===== config.mk =====
export PLATFORM = sky130hd
export DESIGN_NAME = host_parallel_port
export DESIGN_NICKNAME = d
export VERILOG_FILES = /design/src/logic/host_port_pkg.sv /design/src/logic/two_entry_buffer.sv /design/src/logic/host_parallel_port.sv
export SDC_FILE = /design/constraint.sdc
export NUM_CORES = 1
export LEC_CHECK = 0
export ABC_AREA = 1
export BUFFER_PORTS_ARGS = -buffer_cell sky130_fd_sc_hd__buf_2
export CAP_MARGIN = 20
export CORE_ASPECT_RATIO = 2
export CORE_UTILIZATION = 28
export DETAILED_ROUTE_END_ITERATION = 16
export PLACE_DENSITY_LB_ADDON = 0.15
export RECOVER_POWER = 100
export SYNTH_ARGS = -nofsm -noshare
export SYNTH_HDL_FRONTEND = slang
export SYNTH_HIERARCHICAL = 1
export SYNTH_SLANG_ARGS = --single-unit

===== constraint.sdc =====
create_clock -name mclk -period 2.35 [get_ports mclk]
set_input_delay 0.235 -clock mclk [delete_from_list [all_inputs] [get_ports mclk]]
set_output_delay 0.235 -clock mclk [all_outputs]
set_load 0.005 [all_outputs]

===== src/logic/host_port_pkg.sv =====
// shared constants and carriers for the host parallel port
package host_port_pkg;
   localparam int DATA_W = 16;
   localparam int MEM_AW = 16;
   // register select codes
   localparam logic [1:0] SEL_MEMORY_DATA_WINDOW = 2'h0;
   localparam logic [1:0] SEL_MESSAGE_BOX = 2'h1;
   localparam logic [1:0] SEL_MEMORY_ADDRESS_POINTER = 2'h2;
   localparam logic [1:0] SEL_PORT_STATUS = 2'h3;
   // reset values
   localparam logic [15:0] RST_POINTER = 16'h0000;
   localparam logic [15:0] RST_BOX = 16'h0000;
   // status bit positions
   localparam int ST_OUT_FULL = 0;
   localparam int ST_IN_FULL = 1;
   localparam int ST_MEM_BUSY = 2;
   // pointer step after each data access
   localparam logic [15:0] PTR_STEP = 16'h0001;

   // one memory request toward the internal memory
   typedef struct packed
   {
      logic write;
      logic [15:0] addr;
      logic [15:0] wdata;
   } mem_req_t;
endpackage


===== src/logic/two_entry_buffer.sv =====
// two-entry valid/ready buffer for memory requests
`timescale 1ns/1ns
module two_entry_buffer
(
   input wire logic mclk,
   input wire logic arst_n,
   input wire logic in_valid,
   output logic in_ready,
   input wire host_port_pkg::mem_req_t in_data,
   output logic out_valid,
   input wire logic out_ready,
   output host_port_pkg::mem_req_t out_data
);
   host_port_pkg::mem_req_t slot [2];
   host_port_pkg::mem_req_t next_slot [2];
   logic [1:0] count;
   logic [1:0] next_count;

   assign in_ready = (count != 2'h2);
   assign out_valid = (count != 2'h0);
   assign out_data = slot[0];

   // slot 0 is always the head; a pop shifts slot 1 down
   always_comb
   begin
      logic push;
      logic pop;
      push = in_valid && in_ready;
      pop = out_valid && out_ready;
      next_slot[0] = slot[0];
      next_slot[1] = slot[1];
      next_count = count;
      if (pop)
      begin
         next_slot[0] = slot[1];
      end
      if (push)
      begin
         if (count == 2'h0 || (count == 2'h1 && pop))
         begin
            next_slot[0] = in_data;
         end
         else
         begin
            next_slot[1] = in_data;
         end
      end
      next_count = count + 2'(push) - 2'(pop);
   end

   always_ff @(posedge mclk or negedge arst_n)
   begin
      if (!arst_n)
      begin
         slot[0] <= '0;
         slot[1] <= '0;
         count <= 2'h0;
      end
      else
      begin
         slot[0] <= next_slot[0];
         slot[1] <= next_slot[1];
         count <= next_count;
      end
   end
endmodule


===== src/logic/host_parallel_port.sv =====
// host parallel port: strobe capture, port registers and memory access path
`timescale 1ns/1ns
module host_parallel_port
(
   input wire logic mclk,
   input wire logic arst_n,
   input wire logic port_select_n,
   input wire logic host_read_strobe_n,
   input wire logic host_write_strobe_n,
   input wire logic register_select_hi,
   input wire logic register_select_lo,
   input wire logic [15:0] host_data_in,
   output logic [15:0] host_data_out,
   output logic host_data_oe,
   output logic outgoing_box_irq,
   output logic mem_req_valid,
   input wire logic mem_req_ready,
   output host_port_pkg::mem_req_t mem_req,
   input wire logic mem_rvalid,
   input wire logic [15:0] mem_rdata,
   input wire logic fw_box_write,
   input wire logic [15:0] fw_box_wdata,
   input wire logic fw_box_read,
   output logic [15:0] inbound_box,
   output logic inbound_box_full
);
   // three-stage synchronisers for the port select and strobe inputs; select lines and data are sampled directly
   logic [2:0] cs_sync, rd_sync, wr_sync;
   logic [2:0] next_cs_sync, next_rd_sync, next_wr_sync;
   logic cs_n, rd_n, wr_n;
   logic next_cs_n, next_rd_n, next_wr_n;
   logic [1:0] sel_q, next_sel_q;
   logic [15:0] din_q, next_din_q;
   logic [15:0] pointer, next_pointer;
   logic [15:0] out_box, next_out_box;
   logic out_full, next_out_full;
   logic [15:0] in_box, next_in_box;
   logic in_full, next_in_full;
   logic [15:0] read_latch, next_read_latch;
   logic [15:0] dout, next_dout;
   logic rd_rise, wr_rise, rd_fall;
   logic buf_in_ready, buf_in_valid;
   host_port_pkg::mem_req_t buf_in_data;
   logic [15:0] status_word;

   // a level counts once stages two and three agree
   always_comb
   begin
      next_cs_sync = {cs_sync[1:0], port_select_n};
      next_rd_sync = {rd_sync[1:0], host_read_strobe_n};
      next_wr_sync = {wr_sync[1:0], host_write_strobe_n};
      next_cs_n = (cs_sync[2] == cs_sync[1]) ? cs_sync[2] : cs_n;
      next_rd_n = (rd_sync[2] == rd_sync[1]) ? rd_sync[2] : rd_n;
      next_wr_n = (wr_sync[2] == wr_sync[1]) ? wr_sync[2] : wr_n;
   end

   // rising edge of a strobe while selected takes the access
   assign rd_rise = next_rd_n && !rd_n && !cs_n;
   assign wr_rise = next_wr_n && !wr_n && !cs_n;
   assign rd_fall = !next_rd_n && rd_n && !next_cs_n;

   // pointer after one data access; the same step serves prefetch and advance
   function automatic logic [15:0] step_pointer(input logic [15:0] p);
      return p + host_port_pkg::PTR_STEP;
   endfunction

   // status bits at their named positions; upper bits read as zero
   always_comb
   begin
      status_word = 16'h0000;
      status_word[host_port_pkg::ST_OUT_FULL] = out_full;
      status_word[host_port_pkg::ST_IN_FULL] = in_full;
      status_word[host_port_pkg::ST_MEM_BUSY] = !buf_in_ready;
   end

   // a data write enters the buffer; a full buffer drops it and shows busy
   always_comb
   begin
      buf_in_valid = 1'b0;
      buf_in_data = '0;
      if (wr_rise && sel_q == host_port_pkg::SEL_MEMORY_DATA_WINDOW)
      begin
         buf_in_valid = 1'b1;
         buf_in_data.write = 1'b1;
         buf_in_data.addr = pointer;
         buf_in_data.wdata = din_q;
      end
      else if (wr_rise && sel_q == host_port_pkg::SEL_MEMORY_ADDRESS_POINTER)
      begin
         // a new pointer fetches its own word; dropped if the buffer is full
         buf_in_valid = 1'b1;
         buf_in_data.write = 1'b0;
         buf_in_data.addr = din_q;
         buf_in_data.wdata = 16'h0000;
      end
      else if (rd_rise && sel_q == host_port_pkg::SEL_MEMORY_DATA_WINDOW)
      begin
         // prefetch the next word so the following read finds it ready
         buf_in_valid = 1'b1;
         buf_in_data.write = 1'b0;
         buf_in_data.addr = step_pointer(pointer);
         buf_in_data.wdata = 16'h0000;
      end
   end

   // port register state
   always_comb
   begin
      next_sel_q = sel_q;
      next_din_q = din_q;
      next_pointer = pointer;
      next_out_box = out_box;
      next_out_full = out_full;
      next_in_box = in_box;
      next_in_full = in_full;
      next_read_latch = read_latch;
      next_dout = dout;
      // the host keeps address and data stable until the strobe rises
      if (!rd_n || !wr_n)
      begin
         next_sel_q = {register_select_hi, register_select_lo};
         next_din_q = host_data_in;
      end
      if (mem_rvalid)
      begin
         next_read_latch = mem_rdata;
      end
      if (fw_box_read)
      begin
         next_in_full = 1'b0;
      end
      if (fw_box_write)
      begin
         next_out_box = fw_box_wdata;
         next_out_full = 1'b1;
      end
      // drive read data at strobe start, chosen by the live select lines
      if (rd_fall)
      begin
         case ({register_select_hi, register_select_lo})
            host_port_pkg::SEL_MEMORY_DATA_WINDOW: next_dout = read_latch;
            host_port_pkg::SEL_MESSAGE_BOX: next_dout = out_box;
            host_port_pkg::SEL_MEMORY_ADDRESS_POINTER: next_dout = pointer;
            host_port_pkg::SEL_PORT_STATUS: next_dout = status_word;
            default: next_dout = 16'h0000;
         endcase
      end
      if (wr_rise)
      begin
         case (sel_q)
            host_port_pkg::SEL_MEMORY_DATA_WINDOW:
            begin
               if (buf_in_ready)
               begin
                  next_pointer = step_pointer(pointer);
               end
            end
            host_port_pkg::SEL_MESSAGE_BOX:
            begin
               next_in_box = din_q;
               next_in_full = 1'b1; // set wins over firmware clear
            end
            host_port_pkg::SEL_MEMORY_ADDRESS_POINTER:
            begin
               // new pointer: its word is fetched by the request path above
               next_pointer = din_q;
            end
            default: next_pointer = pointer; // status is read-only
         endcase
      end
      if (rd_rise)
      begin
         case (sel_q)
            host_port_pkg::SEL_MEMORY_DATA_WINDOW:
            begin
               if (buf_in_ready)
               begin
                  next_pointer = step_pointer(pointer);
               end
            end
            host_port_pkg::SEL_MESSAGE_BOX:
            begin
               // host read of the box retires the outgoing message
               if (!fw_box_write)
               begin
                  next_out_full = 1'b0;
               end
            end
            default: ; // pointer and status reads change no state
         endcase
      end
   end

   always_ff @(posedge mclk or negedge arst_n)
   begin
      if (!arst_n)
      begin
         cs_sync <= 3'h7;
         rd_sync <= 3'h7;
         wr_sync <= 3'h7;
         cs_n <= 1'b1;
         rd_n <= 1'b1;
         wr_n <= 1'b1;
         sel_q <= 2'h0;
         din_q <= 16'h0000;
         pointer <= host_port_pkg::RST_POINTER;
         out_box <= host_port_pkg::RST_BOX;
         out_full <= 1'b0;
         in_box <= host_port_pkg::RST_BOX;
         in_full <= 1'b0;
         read_latch <= 16'h0000;
         dout <= 16'h0000;
      end
      else
      begin
         cs_sync <= next_cs_sync;
         rd_sync <= next_rd_sync;
         wr_sync <= next_wr_sync;
         cs_n <= next_cs_n;
         rd_n <= next_rd_n;
         wr_n <= next_wr_n;
         sel_q <= next_sel_q;
         din_q <= next_din_q;
         pointer <= next_pointer;
         out_box <= next_out_box;
         out_full <= next_out_full;
         in_box <= next_in_box;
         in_full <= next_in_full;
         read_latch <= next_read_latch;
         dout <= next_dout;
      end
   end

   // the memory side may stall; a full buffer drops the memory request of the host's access
   two_entry_buffer u_req_buffer
   (
      .mclk(mclk),
      .arst_n(arst_n),
      .in_valid(buf_in_valid),
      .in_ready(buf_in_ready),
      .in_data(buf_in_data),
      .out_valid(mem_req_valid),
      .out_ready(mem_req_ready),
      .out_data(mem_req)
   );

   // bus driven only while selected and reading
   assign host_data_out = dout;
   assign host_data_oe = !rd_n && !cs_n;
   assign outgoing_box_irq = out_full;
   assign inbound_box = in_box;
   assign inbound_box_full = in_full;
endmodule


==> flow_summary.yaml <==
final_layout:
  total_number_of_nets_in_the_final_design: 1280
  fillerInstances: 3439
  postLayoutCellArea_um2: 10700
  final_layout_size_suffix_gt1_share_pct: 15.6
  multiInputGateArea_um2: 3330
  sequential_cell_area_um2: 4520
  syn2layout_area_growth_pct: 19.5
  insertedDiodeCount: 0
timing:
  fin_skew_ps: 10.5
  number_of_hold_slack_violations_in_the_final_timing_report: 0
  setup_viol_count_final: 0
  finalCritPeriodShare_pct: 92.7
  tightestPinTransition_ps: 1610
  relSlewSlack_pct: -7.10
  slew_viol_final: 54
  fin_crit_ps: 2180
  clock.fmax_ghz: 0.459
  hold_ws_ps: 15.2
  setup_repair_after_global_routing_missed_its_margin: "false"
  setup_slack_ps: 172
  setup_tns_ps: 0
yosys:
  synthesis.instances: 1089
  synth.most_common_cell: "sky130_fd_sc_hd__nand2_1"
  yosysWarningCount: 6
  synth_enable_flop_cells: 0
  synth_area_um2: 8930
  share_of_flip_flops_with_an_asynchronous_set_or_reset_after_synthesis_pct: 100
  netlist.top_cell.by_area: "sky130_fd_sc_hd__dfrtp_1"
  syn-mean-instance-area_um2: 8.20
  synth_largest_type_area_fraction_pct: 47.1
  seq_cells_post_synth: 180
  synth-main-ff-cell: "sky130_fd_sc_hd__dfrtp_1"
  synthesis.nets: 1150
  ys_types: 40
  post_synth_most_frequent_cells: "sky130_fd_sc_hd__nand2_1 (326), sky130_fd_sc_hd__dfrtp_1 (168), sky130_fd_sc_hd__inv_1 (134), sky130_fd_sc_hd__nand3_1 (87), sky130_fd_sc_hd__o21ai_0 (69)"
  ys_seq_area_share_pct: 50.6
  synth.top_cells.by_area: "sky130_fd_sc_hd__dfrtp_1 (47%), sky130_fd_sc_hd__nand2_1 (14%), sky130_fd_sc_hd__inv_1 (5.6%), sky130_fd_sc_hd__nand3_1 (4.9%), sky130_fd_sc_hd__o21ai_0 (3.9%)"
flow_run:
  max_cap_viol_count: 1
power_and_ir_drop:
  powerDensity_nw_per_um2: 940
  power.ir.vdd_worst_v: 0.000526
  power.leakage_nw: 5.28
placement:
  gp_congestion: 0.866
  place_area_um2: 9820
  numPortBuffers: 127
  preCtsSetupSlack_ps: 159
  hpwl_um: 19800
worst_setup_path:
  endpoint_kind: "flop"
  crit-reg2reg-capture: "u_req_buffer/count[1]$_DFF_PN0_"
  r2r-start: "wr_sync[1]$_DFF_PN1_"
  critPathCapture: "u_req_buffer/count[1]$_DFF_PN0_"
  cp-start-kind: "flop"
  cp_max_fo: 4
  worst-endpoint-required_ps: 2690
  r2r_setup_slack_ps: 170
  arrival_ps: 2520
  path_class: "reg -> reg"
  ff2ff_path_depth: 15
  crit_path_start: "wr_sync[1]$_DFF_PN1_"
clocking:
  clock_tree.htree_level_count: 4
  cts.sinks: 180
  clockRootBuffer: "sky130_fd_sc_hd__clkbuf_16"
  worst_skew_pair.late_latency_ps: 450
  cts_buffer_depth: 2
  clkSlewWorstSetupHoldPaths_ps: 70
  post_cts_gate_resize_count: 0
  cts_tree: "yes"
  cts-buffers-inserted: 17
die:
  core_region_area_um2: 31400
  placement_rows: 92
  initial_utilization_pct: 28.4
  die_area_um2: 32600
  pin_count: 128
  die_width_um: 128
  die_y_um: 255
detailed_routing:
  number_of_design_rule_violations_left_by_the_first_detailed_router_iteration: 325
  mean_routed_wirelength_per_cell_um: 16.1
  route.final.wire_length_um: 26700
  drt_first_pass_iters: 4
  drc: 0
  drtAntennaViolNets: 0
  vias: 7286
  viasPerCell: 4.40
global_routing:
  grtUsageTotal_pct: 17.4
  grt-ovfl-total: 0
  grt_start_max_net_pins: 56
  grt_first_pass_wirelength_um: 42300
  via_count_of_the_first_global_routing_pass: 7564
  initial_antenna_violation_count: 0
status:
  outcome: "finished, violations left"
  violations: "capacitance limit, slew limit"
min_path:
  timing.hold.worst.class: "in -> reg"
-- cell usage in the layout, fill, tap and decap left out, types with 37 or more instances in the layout --
master,instances
sky130_fd_sc_hd__nor2_1,65
sky130_fd_sc_hd__dfrtp_1,168
sky130_fd_sc_hd__a21oi_1,42
sky130_fd_sc_hd__buf_2,80
sky130_fd_sc_hd__o21ai_0,70
sky130_fd_sc_hd__nand2_1,326
sky130_fd_sc_hd__clkbuf_1,49
sky130_fd_sc_hd__dlygate4sd3_1,37
sky130_fd_sc_hd__inv_1,136
sky130_fd_sc_hd__nand3_1,87
-- worst min path at each step --
stage | cells after the start | endpoint | start | slack, ps
finish | 3 | out_box[10]$_DFFE_PN0P_ | fw_box_wdata[10] | 20
CTS | 3 | din_q[13]$_DFFE_PN0P_ | host_data_in[13] | 3
detailed placement | 1 | u_req_buffer/out_data[25]$_DFF_PN0_ | arst_n | 270
floorplan | 0 | din_q[0]$_DFFE_PN0P_ | arst_n | -60
global placement | 1 | u_req_buffer/out_data[25]$_DFF_PN0_ | arst_n | 250
global route | 3 | out_box[7]$_DFFE_PN0P_ | fw_box_wdata[7] | 10
-- logic make-up (layout without fill, tap and decap cells) --
logic type	count (synthesis)	in the layout	synth area share (%)
AOI/OAI and AO/OA	153	153	9.68
xor gates and xnor gates	7	7	0.687
adders and majority gates	5	5	0.631
buffers and inverters	222	365	12.0
DFF	180	180	50.6
muxes	15	15	1.89
and+or+nand+nor	507	507	24.5
-- metal layers --
metal | vias up | GRT usage [%] | wire (µm)
li1 | 3659 | - | -
met1 | 3450 | 18.8 | 10300
met2 | 138 | 31.8 | 14400
met3 | 39 | 2.98 | 865
met4 | 0 | 9.14 | 1090
met5 | - | 0 | 0
-- power by group --
group	switching [mW]	internal (mW)
registers	0.512	3.84
clock network	1.31	1.58
logic	1.75	1.04
-- registers in the layout (all words and copies together) (netlist names), 16 cells and up --
name and flops:
u_req_buffer/out_data 33, u_req_buffer/slot 33, din_q 16, host_data_out 16, inbound_box 16, out_box 16
pointer 16, read_latch 16
-- critical path, stage by stage (launching register included) --
cell	delay, ps
sky130_fd_sc_hd__dfstp_2	540
sky130_fd_sc_hd__inv_1	60
sky130_fd_sc_hd__nor3_4	190
sky130_fd_sc_hd__nand2_4	110
sky130_fd_sc_hd__nor2_4	100
sky130_fd_sc_hd__inv_1	60
sky130_fd_sc_hd__nand2_1	140
sky130_fd_sc_hd__nand2_2	120
sky130_fd_sc_hd__inv_2	120
sky130_fd_sc_hd__nand2_1	50
sky130_fd_sc_hd__nand2_1	70
sky130_fd_sc_hd__ha_1	150
sky130_fd_sc_hd__xor2_1	200
sky130_fd_sc_hd__inv_1	60
sky130_fd_sc_hd__nand2_1	60
sky130_fd_sc_hd__nand2_1	40
-- final cells by class --
type	count	area share, %
Multi-Input combinational cell	687	31.2
Clock buffer	18	4.02
Tap cell	423	4.96
Sequential cell	180	42.3
Clock inverter	14	1.43
Inverter	144	5.07
Timing Repair Buffer	189	11.0
-- per-stage QoR --
| step | power (mW) | utilization, % | cells |
|---|---|---|---|
| after floorplan | 6.40 | - | 1089 |
| after global placement | 7.32 | 31.2 | 1586 |
| after detailed placement | 7.33 | 31.2 | 1586 |
| after CTS | 10.3 | 34.3 | 1655 |
| after global routing | 10.8 | 34.0 | 1655 |
| final | 10.0 | 34.0 | 1655 |
-- repair_timing --
action                    in CTS  in global routing
hold endpoints to repair      85                  0
setup buffers                  0                  0
hold buffers                  37                  0
Note: power is estimated with default switching activity, not from simulation.
